**src/hdl/tea_consts.vh**
```
`ifndef TEA_CONSTS_VH
`define TEA_CONSTS_VH
// APB register byte offsets.
`define TEA_OFF_CTRL 12'h000
`define TEA_OFF_STATUS 12'h004
`define TEA_OFF_ERRLOG 12'h008
`define TEA_OFF_HDR0 12'h010
`define TEA_OFF_HDR1 12'h014
`define TEA_OFF_HDR2 12'h018
`define TEA_OFF_HDR3 12'h01c
`define TEA_OFF_COUNT 12'h020
// Control register fields.
`define TEA_CTRL_DSP 0
`define TEA_CTRL_ACS_SEV 1
`define TEA_CTRL_RESET 32'h00000000
// Status register fields.
`define TEA_ST_STA 0
`define TEA_ST_PRI_DPE 1
`define TEA_ST_SEC_DPE 2
`define TEA_ST_UNCOR 3
`define TEA_ST_COR 4
`define TEA_ST_INTERNAL 5
`define TEA_ST_HDR_VALID 6
`define TEA_STATUS_RESET 32'h00000000
// Top of the saturating count of errors not tied to a received packet.
`define TEA_COUNT_MAX 16'hffff
// Error priority levels, highest first.
`define TEA_PRI_OVF 3'h7
`define TEA_PRI_ECRC 3'h6
`define TEA_PRI_MAL 3'h5
`define TEA_PRI_ACS 3'h4
`define TEA_PRI_MC 3'h3
`define TEA_PRI_UR 3'h2
`define TEA_PRI_POIS 3'h1
`define TEA_PRI_NONE 3'h0
`endif

```
**src/hdl/tea_prio.v**
```verilog
`timescale 1ns/1ns
`include "tea_consts.vh"
// Picks the highest level among the received-TLP errors.
module tea_prio (
    input wire [7:1] err_vec,
    output reg [2:0] level
);
    integer i;

    // Scan upward so the highest set bit wins; same-level errors never
    // meet on one packet, so a single bit per level is enough.
    always @* begin
        level = `TEA_PRI_NONE;
        for (i = 1; i <= 7; i = i + 1) begin
            if (err_vec[i]) begin
                level = i[2:0];
            end
        end
    end
endmodule

```
**src/hdl/tea_hdr_mem.v**
```verilog
`timescale 1ns/1ns
// Four-word store for the logged offending header.
module tea_hdr_mem (
    input wire pclk,
    input wire presetn,
    input wire wr_en,
    input wire [127:0] wr_data,
    input wire [1:0] rd_addr,
    output reg [31:0] rd_data
);
    reg [31:0] mem [0:3];
    integer k;

    // Whole header is written at once; read data leaves a register.
    always @(posedge pclk or negedge presetn) begin
        if (!presetn) begin
            for (k = 0; k < 4; k = k + 1) begin
                mem[k] <= 32'h00000000;
            end
            rd_data <= 32'h00000000;
        end else begin
            if (wr_en) begin
                mem[0] <= wr_data[31:0];
                mem[1] <= wr_data[63:32];
                mem[2] <= wr_data[95:64];
                mem[3] <= wr_data[127:96];
            end
            rd_data <= mem[rd_addr];
        end
    end
endmodule

```
**src/hdl/tea_logger.v**
```verilog
`timescale 1ns/1ns
`include "tea_consts.vh"
// How it works
// - ACS checks only in downstream port mode.
// - Redirect is no error, nothing logged.
// - Blocking is an ACS violation, logged.
// - Local and gathered messages skip source validation.
// - Non-posted violation returns completer abort completion.
// - Non-posted violation sets signaled target abort.
// - Advisory only when nonfatal and non-posted.
// - Violations log header and drop the TLP.
// - Three violation kinds share one treatment.
// - Direct translated failure uses egress, redirect rules.
// - Prioritize only received-TLP errors, others always.
// - Internal errors bypass prioritization and always log.
// - Poisoned TLP always sets parity flag.
// - Rank: overflow, ECRC, malformed, ACS, multicast, UR, poison.
// - Same-level errors never coincide, no arbitration.
// - Log only the highest-priority error.
// - Lower checks run unless TLP already consumed.
module tea_logger (
    input wire pclk,
    input wire presetn,
    input wire psel,
    input wire penable,
    input wire pwrite,
    input wire [11:0] paddr,
    input wire [31:0] pwdata,
    output reg [31:0] prdata,
    output reg pready,
    output reg pslverr,
    input wire tlp_valid,
    input wire [127:0] tlp_header,
    input wire tlp_non_posted,
    input wire tlp_local_or_gathered_msg,
    input wire tlp_from_secondary,
    input wire tlp_poisoned,
    input wire err_rx_overflow,
    input wire err_ecrc,
    input wire ecrc_drops_tlp,
    input wire err_malformed,
    input wire acs_src_valid_fail,
    input wire acs_trans_block_fail,
    input wire acs_p2p_egress_fail,
    input wire acs_direct_p2p_fail,
    input wire acs_p2p_redirect_on,
    input wire err_mc_blocked,
    input wire err_unsupported,
    input wire err_unexp_cpl,
    input wire err_internal,
    input wire err_not_rx,
    output reg acs_redirect,
    output reg tlp_drop,
    output reg cpl_ca_req,
    output reg ur_handle,
    output reg err_report_uncor,
    output reg err_report_cor,
    output reg [2:0] err_report_level
);
    reg [31:0] ctrl;
    reg [31:0] status;
    reg [2:0] last_level;
    reg [15:0] nonrx_count;
    wire apb_wr;
    wire is_dsp;
    wire acs_sev_fatal;
    wire dsp_src;
    wire acs_block;
    wire [7:1] err_vec;
    wire [2:0] level;
    wire consumed_above_acs;
    wire acs_logged;
    wire advisory;
    wire hdr_we;
    wire [31:0] hdr_rd;
    reg [1:0] hdr_sel;
    reg [31:0] next_status;
    reg [2:0] bus_state;
    reg [2:0] next_bus_state;
    wire setup_phase;
    wire hdr_read;

    // Slave phases, one-hot. A header read spends one extra cycle in
    // the wait phase while the header store's output register fills.
    localparam BUS_IDLE = 3'b001;
    localparam BUS_WAIT = 3'b010;
    localparam BUS_DONE = 3'b100;

    // True for the four word offsets of the logged header. Any other
    // offset is served from the plain registers in the setup phase.
    function is_hdr_addr;
        input [11:0] addr;
        begin
            is_hdr_addr = (addr == `TEA_OFF_HDR0) ||
                (addr == `TEA_OFF_HDR1) || (addr == `TEA_OFF_HDR2) ||
                (addr == `TEA_OFF_HDR3);
        end
    endfunction

    // Word of the header store that a header offset selects.
    function [1:0] hdr_word;
        input [11:0] addr;
        begin
            case (addr)
                `TEA_OFF_HDR1: hdr_word = 2'h1;
                `TEA_OFF_HDR2: hdr_word = 2'h2;
                `TEA_OFF_HDR3: hdr_word = 2'h3;
                default: hdr_word = 2'h0;
            endcase
        end
    endfunction

    // True when a completing write targets the register at offset.
    function reg_write;
        input strobe;
        input [11:0] addr;
        input [11:0] offset;
        begin
            reg_write = strobe && (addr == offset);
        end
    endfunction

    // Saturating increment, so a storm of events never wraps to zero and
    // a busy link still shows that errors happened.
    function [15:0] sat_inc;
        input [15:0] value;
        begin
            if (value == `TEA_COUNT_MAX) begin
                sat_inc = value;
            end else begin
                sat_inc = value + 16'h0001;
            end
        end
    endfunction

    // Register write occurs only in the access phase of an APB transfer.
    assign apb_wr = psel && penable && pwrite && pready;
    // Setup phase of any transfer, and the one kind that needs a wait.
    assign setup_phase = psel && !penable;
    assign hdr_read = setup_phase && !pwrite && is_hdr_addr(paddr);
    assign is_dsp = ctrl[`TEA_CTRL_DSP];
    assign acs_sev_fatal = ctrl[`TEA_CTRL_ACS_SEV];

    // Source validation is not applied to local or gathered messages.
    assign dsp_src = acs_src_valid_fail && !tlp_local_or_gathered_msg;
    // A direct translated failure falls to egress control unless the
    // redirect control takes it, in which case it is rerouted instead.
    assign acs_block = is_dsp && (dsp_src || acs_trans_block_fail ||
        acs_p2p_egress_fail ||
        (acs_direct_p2p_fail && !acs_p2p_redirect_on));

    // Each level carries one bit; unexpected completion joins level 2.
    assign err_vec = {err_rx_overflow, err_ecrc, err_malformed, acs_block,
        err_mc_blocked, (err_unsupported || err_unexp_cpl),
        tlp_poisoned};

    tea_prio u_prio (
        .err_vec(err_vec),
        .level(level)
    );

    // Overflow, malformed or a dropping ECRC error consume the packet, so
    // the blocking path below them has nothing left to act on.
    assign consumed_above_acs = err_rx_overflow || err_malformed ||
        (err_ecrc && ecrc_drops_tlp);
    // A blocked TLP is logged as ACS only when it is the top error.
    assign acs_logged = (level == `TEA_PRI_ACS);
    assign advisory = !acs_sev_fatal && tlp_non_posted;
    assign hdr_we = tlp_valid && acs_logged;

    tea_hdr_mem u_hdr (
        .pclk(pclk),
        .presetn(presetn),
        .wr_en(hdr_we),
        .wr_data(tlp_header),
        .rd_addr(hdr_sel),
        .rd_data(hdr_rd)
    );

    // Header word select follows the address in the setup phase, so the
    // memory register holds the word by the wait phase.
    always @* begin
        hdr_sel = hdr_word(paddr);
    end

    // Sticky status; hardware sets win over a software clear in the
    // same cycle. Writing one clears a bit.
    always @* begin
        next_status = status;
        if (reg_write(apb_wr, paddr, `TEA_OFF_STATUS)) begin
            next_status = status & ~pwdata;
        end
        if (tlp_valid) begin
            if (acs_block && tlp_non_posted && acs_logged) begin
                next_status[`TEA_ST_STA] = 1'b1;
            end
            if (tlp_poisoned && !tlp_from_secondary) begin
                next_status[`TEA_ST_PRI_DPE] = 1'b1;
            end
            if (tlp_poisoned && tlp_from_secondary) begin
                next_status[`TEA_ST_SEC_DPE] = 1'b1;
            end
            if (level != `TEA_PRI_NONE) begin
                if (acs_logged && advisory) begin
                    next_status[`TEA_ST_COR] = 1'b1;
                end else begin
                    next_status[`TEA_ST_UNCOR] = 1'b1;
                end
            end
            if (hdr_we) begin
                next_status[`TEA_ST_HDR_VALID] = 1'b1;
            end
        end
        // Internal errors are logged beside any prioritized one.
        if (err_internal) begin
            next_status[`TEA_ST_INTERNAL] = 1'b1;
        end
        next_status[31:7] = 25'h0;
    end

    // Control, status, logged level and the non-received-error counter.
    always @(posedge pclk or negedge presetn) begin
        if (!presetn) begin
            ctrl <= `TEA_CTRL_RESET;
            status <= `TEA_STATUS_RESET;
            last_level <= `TEA_PRI_NONE;
            nonrx_count <= 16'h0000;
        end else begin
            status <= next_status;
            if (reg_write(apb_wr, paddr, `TEA_OFF_CTRL)) begin
                ctrl <= {30'h0, pwdata[1:0]};
            end
            if (tlp_valid && level != `TEA_PRI_NONE) begin
                last_level <= level;
            end
            // Errors not tied to a received TLP log on every occurrence.
            if (err_not_rx) begin
                nonrx_count <= sat_inc(nonrx_count);
            end
        end
    end

    // Per-TLP actions, registered so every output leaves a flip-flop.
    always @(posedge pclk or negedge presetn) begin
        if (!presetn) begin
            acs_redirect <= 1'b0;
            tlp_drop <= 1'b0;
            cpl_ca_req <= 1'b0;
            ur_handle <= 1'b0;
            err_report_uncor <= 1'b0;
            err_report_cor <= 1'b0;
            err_report_level <= `TEA_PRI_NONE;
        end else begin
            // Redirect only reroutes; it raises no error at all.
            acs_redirect <= tlp_valid && is_dsp && acs_direct_p2p_fail &&
                acs_p2p_redirect_on && !consumed_above_acs;
            // Blocking still drops under an undropped ECRC error.
            tlp_drop <= tlp_valid && (consumed_above_acs ||
                acs_block || err_mc_blocked);
            // The abort completion goes out only if ACS is the top error.
            cpl_ca_req <= tlp_valid && acs_logged &&
                tlp_non_posted;
            ur_handle <= tlp_valid && err_vec[2] && !consumed_above_acs &&
                !acs_block && !err_mc_blocked;
            err_report_uncor <= tlp_valid && level != `TEA_PRI_NONE &&
                !(acs_logged && advisory);
            err_report_cor <= tlp_valid && acs_logged && advisory;
            err_report_level <= tlp_valid ? level : `TEA_PRI_NONE;
        end
    end

    // Register map as software sees it, one aligned word each:
    //   0x000 control: bit 0 downstream mode, bit 1 ACS severity fatal.
    //   0x004 status, write one to clear: bit 0 signaled target abort,
    //         bits 1 and 2 primary and secondary parity error, bit 3
    //         uncorrectable, bit 4 correctable, bit 5 internal error,
    //         bit 6 header valid.
    //   0x008 level of the last error logged for a received packet.
    //   0x010 to 0x01c the four words of the last logged header.
    //   0x020 saturating count of errors not tied to a received packet.
    // Any other offset reads zero and answers with pslverr.

    // Next slave phase. A header read waits one cycle so that its word
    // can leave the header store's register; every other access is
    // answered at once, which keeps the common case free of wait states.
    always @* begin
        next_bus_state = bus_state;
        case (bus_state)
            BUS_IDLE: begin
                if (hdr_read) begin
                    next_bus_state = BUS_WAIT;
                end else if (setup_phase) begin
                    next_bus_state = BUS_DONE;
                end
            end
            BUS_WAIT: begin
                next_bus_state = BUS_DONE;
            end
            BUS_DONE: begin
                // The master samples pready here and the transfer ends.
                next_bus_state = BUS_IDLE;
            end
            default: begin
                next_bus_state = BUS_IDLE;
            end
        endcase
    end

    // APB slave outputs leave flip-flops. The ready flag stands for the
    // single cycle of the done phase and read data stand with it. A
    // header that is logged in the setup cycle of a read is missed by
    // that read; the next read returns it.
    always @(posedge pclk or negedge presetn) begin
        if (!presetn) begin
            bus_state <= BUS_IDLE;
            prdata <= 32'h00000000;
            pready <= 1'b0;
            pslverr <= 1'b0;
        end else begin
            bus_state <= next_bus_state;
            pready <= (next_bus_state == BUS_DONE);
            pslverr <= 1'b0;
            prdata <= 32'h00000000;
            if (bus_state == BUS_WAIT) begin
                // The header store has now registered the selected word.
                prdata <= hdr_rd;
            end else if (bus_state == BUS_IDLE && setup_phase) begin
                case (paddr)
                    `TEA_OFF_CTRL: prdata <= ctrl;
                    `TEA_OFF_STATUS: prdata <= next_status;
                    `TEA_OFF_ERRLOG: prdata <= {29'h0, last_level};
                    `TEA_OFF_COUNT: prdata <= {16'h0, nonrx_count};
                    // Header words come a cycle later from the store;
                    // header writes are accepted and ignored.
                    `TEA_OFF_HDR0,
                    `TEA_OFF_HDR1,
                    `TEA_OFF_HDR2,
                    `TEA_OFF_HDR3: prdata <= 32'h00000000;
                    default: pslverr <= 1'b1;
                endcase
            end
        end
    end
endmodule

```
**config.mk**
```make
export PLATFORM = sky130hd
export DESIGN_NAME = tea_logger
export DESIGN_NICKNAME = d
export VERILOG_FILES = /design/src/hdl/tea_prio.v /design/src/hdl/tea_hdr_mem.v /design/src/hdl/tea_logger.v
export VERILOG_INCLUDE_DIRS = /design/src /design/src/hdl
export SDC_FILE = /design/constraint.sdc
export NUM_CORES = 1
export LEC_CHECK = 0
export BUFFER_PORTS_ARGS = -buffer_cell sky130_fd_sc_hd__buf_2
export CAP_MARGIN = 25
export CORE_ASPECT_RATIO = 0.8
export CORE_MARGIN = 2
export CORE_UTILIZATION = 57
export CTS_CLUSTER_SIZE = 28
export DETAILED_ROUTE_END_ITERATION = 8
export PLACE_DENSITY = 0.85
export SYNTH_ARGS = -nofsm -noshare
export SYNTH_HDL_FRONTEND = slang
export SYNTH_HIERARCHICAL = 1
export SYNTH_SLANG_ARGS = --single-unit
```
**constraint.sdc**
```tcl
create_clock -name pclk -period 5.8 [get_ports pclk]
set_input_delay 0.29 -clock pclk [delete_from_list [all_inputs] [get_ports pclk]]
set_output_delay 0.29 -clock pclk [all_outputs]
set_load 0.005 [all_outputs]
```
Word level (Yosys, flattened, before mapping)
Index checks and enable logic that the tools add are counted.
{"block": "totals", "input_bits": 196, "ram_bits": 0, "mem_count": 0, "latchBits": 0, "rom_bits": 0, "out_inout_bits": 43, "ff_bits": 234}
{"block": "classes", "eq_ne": 12, "addsub": 1, "order_cmp": 1, "bitwise_logic": 4, "n_div": 0, "n_reduce_logical": 58, "mux": 32, "shift": 0, "multipliers": 0}
{"operator": "$mux 32", "count": 3}
{"operator": "$bmux 32 s2", "count": 1}
{"operator": "$pmux 16 s4", "count": 1}
{"operator": "$eq 12x5->1 const B", "count": 4}
{"operator": "$logic_and 1x1->1", "count": 33}
{"operator": "$mux 3", "count": 7}
{"operator": "$add 16x1->16 const B", "count": 1}
{"operator": "$eq 16x16->1 const B", "count": 1}
{"operator": "$mux 16", "count": 1}
{"operator": "$eq 12x3->1 const B", "count": 1}
{"operator": "$eq 12x4->1 const B", "count": 1}
{"operator": "$eq 12x6->1 const B", "count": 1}
{"operator": "$logic_not 12->1", "count": 1}
{"operator": "$mux 1", "count": 12}
{"operator": "$logic_or 1x1->1", "count": 11}
{"operator": "$logic_not 1->1", "count": 10}
{"operator": "$reduce_or 8->1", "count": 1}
{"operator": "$and 7x7->7", "count": 1}
{"operator": "$mux 7", "count": 1}
{"operator": "$not 7->7", "count": 1}
{"operator": "$eq 3x3->1 const B", "count": 2}
{"operator": "$mux 2", "count": 3}
{"operator": "$pmux 2 s3", "count": 1}
{"operator": "$pmux 3 s2", "count": 1}
{"operator": "other kinds (8)", "count": 8}

Depth between registers and ports, before layout
{"block": "depth", "depth_word": 18, "depth_mapped": 11, "depth_no_buf": 11}

Modules after synthesis
The synthesis kept the hierarchy.
{"mod": "tea_hdr_mem", "instances": 1, "area_per_inst_um2": 6357.3, "cells_per_inst": 341, "seq_area_each_um2": 4003.8}
{"mod": "tea_logger", "instances": 1, "area_per_inst_um2": 3233.1, "cells_per_inst": 274, "seq_area_each_um2": 1853.0}
{"mod": "tea_prio", "instances": 1, "area_per_inst_um2": 45.0, "cells_per_inst": 10, "seq_area_each_um2": 0.0}

Least setup slack after synthesis
No wires, ideal clock.
{"block": "synth_path", "kind": "input to register", "start": "input port acs_src_valid_fail", "end": "register u_hdr/mem[75] in the netlist's numbering", "n_path_buf": 2, "path_slack_ns": 3.641, "cell_stages": 9, "setup_time_ns": 0.125, "t_arrival_ns": 2.034, "required_ns": 5.675, "cell_sequence": "nor2b_1 -> o41a_1 -> o31ai_1 -> nor2_1 -> nand2_1 -> inv_1 -> buf_4 -> buf_2 -> mux2_2"}
{"block": "synth_via", "elab_chain_cells": 11}
{"item": "start, declared", "line": "tea_logger.v:42", "text": "input wire acs_src_valid_fail,"}
{"item": "$logic_and 1x1->1", "line": "tea_logger.v:145", "text": "assign dsp_src = acs_src_valid_fail && !tlp_local_or_gathered_msg;"}
{"item": "$logic_or 1x1->1 (2 in a row)", "line": "tea_logger.v:148", "text": "assign acs_block = is_dsp && (dsp_src || acs_trans_block_fail ||"}
{"item": "$logic_or 1x1->1", "line": "tea_logger.v:149", "text": "acs_p2p_egress_fail ||"}
{"item": "$logic_and 1x1->1", "line": "tea_logger.v:148"}
{"item": "via acs_block", "line": "tea_logger.v:68", "text": "wire acs_block;"}
{"item": "$mux 3 (4 in a row)", "line": "tea_prio.v:15", "text": "if (err_vec[i]) begin"}
{"item": "via level[0]", "line": "tea_logger.v:70", "text": "wire [2:0] level;"}
{"item": "$eq 3x3->1 (no source line)"}
{"item": "$logic_and 1x1->1", "line": "tea_logger.v:169", "text": "assign hdr_we = tlp_valid && acs_logged;"}
{"item": "via hdr_we", "line": "tea_logger.v:74", "text": "wire hdr_we;"}
{"item": "end, declared", "line": "tea_hdr_mem.v:11", "text": "reg [31:0] mem [0:3];"}
The timed path passes the listed nets, and every way through them passes these cells.
A chain may end at the register's enable or synchronous reset.

Final worst setup path
{"block": "layout_path", "start": "register ctrl[0]", "end": "register u_hdr/mem[92] in the netlist's numbering"}
{"block": "layout_via", "elab_chain_cells": 7}
{"item": "start, declared", "line": "tea_logger.v:60", "text": "reg [31:0] ctrl;"}
{"item": "start signal, assigned", "line": "tea_logger.v:224", "text": "ctrl <= `TEA_CTRL_RESET;"}
{"item": "start signal, assigned", "line": "tea_logger.v:231", "text": "ctrl <= {30'h0, pwdata[1:0]};"}
{"item": "$logic_and 1x1->1", "line": "tea_logger.v:148"}
{"item": "via acs_block", "line": "tea_logger.v:68"}
{"item": "$mux 3 (4 in a row)", "line": "tea_prio.v:15"}
{"item": "via level[1]", "line": "tea_logger.v:70"}
{"item": "$eq 3x3->1 (no source line)"}
{"item": "$logic_and 1x1->1", "line": "tea_logger.v:169"}
{"item": "via hdr_we", "line": "tea_logger.v:74"}
The timed path passes the listed nets, and every way through them passes these cells.

==> results.cfg <==
[placement]
io_buffers = 213
gp_congestion = 0.881
place_area_um2 = 10800
dpl.hpwl_mm = 14.1
place_inst = 1033

[power]
seq_power_share_pct = 51.0
p_comb_share_pct = 11.8
power_density_nw_per_um2 = 352
fin_total_pwr_w = 0.00411
clkPwrFrac_pct = 37.2
switching_power_w = 0.000948
intPower_w = 0.00316
p_sw_share_pct = 23.1
leakage_nw = 5.63
ir_worst_vdd_mv = 0.235

[synthesis]
synth_fa_ha_area_share_pct = 0.130
yosys_warnings = 6
async_flop_share_pct = 100
synth_ff_type = dfrtp_1
ys_types = 58
synth_compound_area_share_pct = 4.65
synthXorXnorAreaFrac_pct = 1.27
synthMuxAreaShare_pct = 23.2
synth_top_family_by_area = multiplexers
post_synth_and_or_nand_nor_area_fraction_pct = 7.12
synth_area_um2 = 9640
synth-edff-count = 0
syn_avg_cell_area_um2 = 15.4
synthCells = 625
synth.ff_latch_count = 234
synth-seq-area-share_pct = 60.8
syn-num-nets = 822

[clock_network]
cts_buffers = 23
clk_pin_slew_ns = 0.06
postCtsSetupBuffers = 0
clockBufferDepth = 3
root_buffer = clkbuf_16
clock-sinks = 234
cts_max_level = 1
clkLatencyLatePin_ns = 0.50
cts_tree = yes

[sta]
timing.hold.ws_ns = 0.0218
relSlewSlack_pct = 34.9
rsz0062_at_grt = no
setup_violations = 0
finalHoldViolCount = 0
tns_ns = 0
maxSlewViolCount = 0
tightest_slew_ns = 0.977
min_period_over_period_pct = 57.9
clock_skew_ns = 0.0118
post-route-min-period_ns = 3.36
max_freq_mhz = 298

[final_layout]
nNetsFinal = 1041
layout.cells.non_filler = 1081
drive_gt1_share_pct = 50.5
area_growth_pct = 21.1
finalInstanceArea_um2 = 11700

[routing]
wl_mm = 20.9
drc = 0
drtIter0Drc = 295
wl_per_cell_um = 19.3
vias = 6025
first_pass_iters = 5
via_per_inst = 5.57
final_antenna_net_count = 0

[run_status]
outcome = completed

[floorplanning]
pin_count = 239
dieArea_um2 = 18000
die_y_um = 120
die_x_um = 149
fp-row-count = 42
core_region_area_um2 = 16600
initial_core_util_pct = 58.2

[setup_path]
worst_ep_arrival_time_ns = 3.74
cp-end-kind = flop
cp.required_ns = 6.18
path_class = reg -> reg
critPathMaxFanout = 72
cp_top_family = buffers and inverters
crit_buf_inv = 2
cpMaxStageDelayCell = buf_4
slowest_delay_ns = 0.72
startpoint_type = flop
crit_chain = o41a_1 -> nor2_1 -> o21ai_0 -> nand2_1 -> nor2_1 -> nand2_1 -> inv_4 -> buf_4 -> mux2_2

[grt]
grt_pass1_vias = 6310
grt_max_degree = 93
grt.overflow.total = 0
grt_pass1_wl_mm = 32.8
track_usage_pct = 23.6
grt_antenna_before_repair = 3

[flow_run]
max_cap_viol_count = 0

[worst_hold_path]
worstHoldPathType = in -> reg
## registers in the layout (all words and copies together) (netlist names), 2 cells and up
| signal | cells |
|---|---|
| u_hdr/mem | 128 |
| status | 7 |
| prdata | 32 |
| nonrx_count | 16 |
| u_hdr/rd_data | 32 |
| ctrl | 2 |
| last_level | 3 |
| err_report_level | 3 |
| bus_state | 3 |
## cells in the final DEF, fill, tap and decap left out, drive strengths merged, types with 2 or more instances in the layout
cell type,n
mux4,32
or3,3
nand4,6
clkinv,6
xnor2,2
inv,12
a22o,10
bufinv,3
dfrtp,233
nor4,3
nor2,14
nand3,7
mux2,132
nor3,9
clkbuf,32
nor4b,5
a211oi,3
xor2,12
mux2i,2
and2,26
o21ai,9
a21oi,6
a21o,4
and4,4
o21bai,2
nand2,20
o2bb2ai,3
nor3b,2
buf,219
a221o,4
dlygate4sd3,5
o211ai,2
and3,4
nor2b,6
a31oi,4
## worst paths after layout
| path | startpoint | endpoint | slack, ns | cells past startpoint |
|---|---|---|---|---|
| max | ctrl[0]$_DFFE_PN0P_ | u_hdr/mem[92]$_DFFE_PN0P_ | 2.44 | 9 |
| min | tlp_header[64] | u_hdr/mem[32]$_DFFE_PN0P_ | 0.02 | 2 |
| max reg2reg | ctrl[0]$_DFFE_PN0P_ | u_hdr/mem[92]$_DFFE_PN0P_ | 2.44 | 9 |
| min reg2reg | u_hdr/rd_data[20]$_DFF_PN0_ | prdata[20]$_DFF_PN0_ | 0.44 | 1 |
| max in group asynchronous | presetn | u_hdr/rd_data[14]$_DFF_PN0_ | 4.11 | 3 |
| min in group asynchronous | presetn | u_hdr/mem[69]$_DFFE_PN0P_ | 0.40 | 2 |
## layout make-up
type / instances / area (um2)
inverter: 13 / 51.3
multi-input combinational: 348 / 3510
timing repair buffer: 224 / 1190
antenna: 1 / 2.50
clock buffer: 32 / 659
tap: 220 / 275
fill: 1115 / 4880
clock inverter: 9 / 123
sequential: 234 / 5860
## through the flow
step	setup WS (ns)	utilization, %
after CTS	2.49	70.3
after floorplan	3.64	-
after global routing	2.19	70.5
after global placement	2.45	65.3
final	2.44	70.5
after detailed placement	2.40	65.3
## power groups by stage
stage | clock network, W | registers [W] | logic (W)
3_3_place_gp | 0 | 0.00210 | 0.000451
5_1_grt | 0.00163 | 0.00213 | 0.000529
2_1_floorplan | 0 | 0.00205 | 0.000337
3_5_place_dp | 0 | 0.00212 | 0.000479
4_1_cts | 0.00156 | 0.00210 | 0.000487
6_report | 0.00153 | 0.00210 | 0.000483
## routing by layer
layer	track usage [%]	vias to the layer above	routed length, um
met1	32.2	3051	8710
met5	0	-	12
li1	-	2719	-
met4	7.62	2	640
met3	6.49	51	1450
met2	37.2	202	10000
## what timing repair did
| item | 4_1_cts | 5_1_grt |
|---|---|---|
| resized for setup | 0 | 0 |
| hold buffers | 5 | 0 |
| endpoints found under the setup margin | 0 | 0 |
| endpoints found under the hold margin | 93 | 0 |
## synth_stat cells (2+ instances only)
master	n	area share, %
clkbuf_1	4	0.16
nor4b_4	2	0.49
nor2b_1	6	0.39
and4_1	4	0.36
nor2_1	14	0.55
buf_2	10	0.52
or3_1	2	0.13
nand3_1	6	0.31
buf_12	3	0.62
nand2_1	20	0.78
inv_1	12	0.47
and2_1	26	1.7
a221o_1	4	0.42
xnor2_1	2	0.18
a21o_1	4	0.31
dfrtp_1	233	61
mux2_2	132	15
xor2_1	12	1.1
mux4_2	30	7.0
nor4_1	2	0.13
a211oi_1	3	0.23
mux4_1	2	0.55
and3_1	4	0.26
nor3b_1	2	0.16
a31oi_1	4	0.26
o2bb2ai_1	3	0.27
o21ai_0	8	0.42
o211ai_1	2	0.16
nor4b_1	2	0.18
mux2i_1	2	0.21
a21oi_1	6	0.31
buf_4	12	0.93
o21bai_1	2	0.16
nor3_1	8	0.42
a22o_1	10	0.91
nand4_1	5	0.32
## kinds of logic after synthesis
group | Yosys count
buf+inv | 43
simple gates | 111
compound gates | 56
mux | 166
xor+xnor | 14
flops | 234
fa+ha+maj | 1
Power figures use the tool's default switching activity.
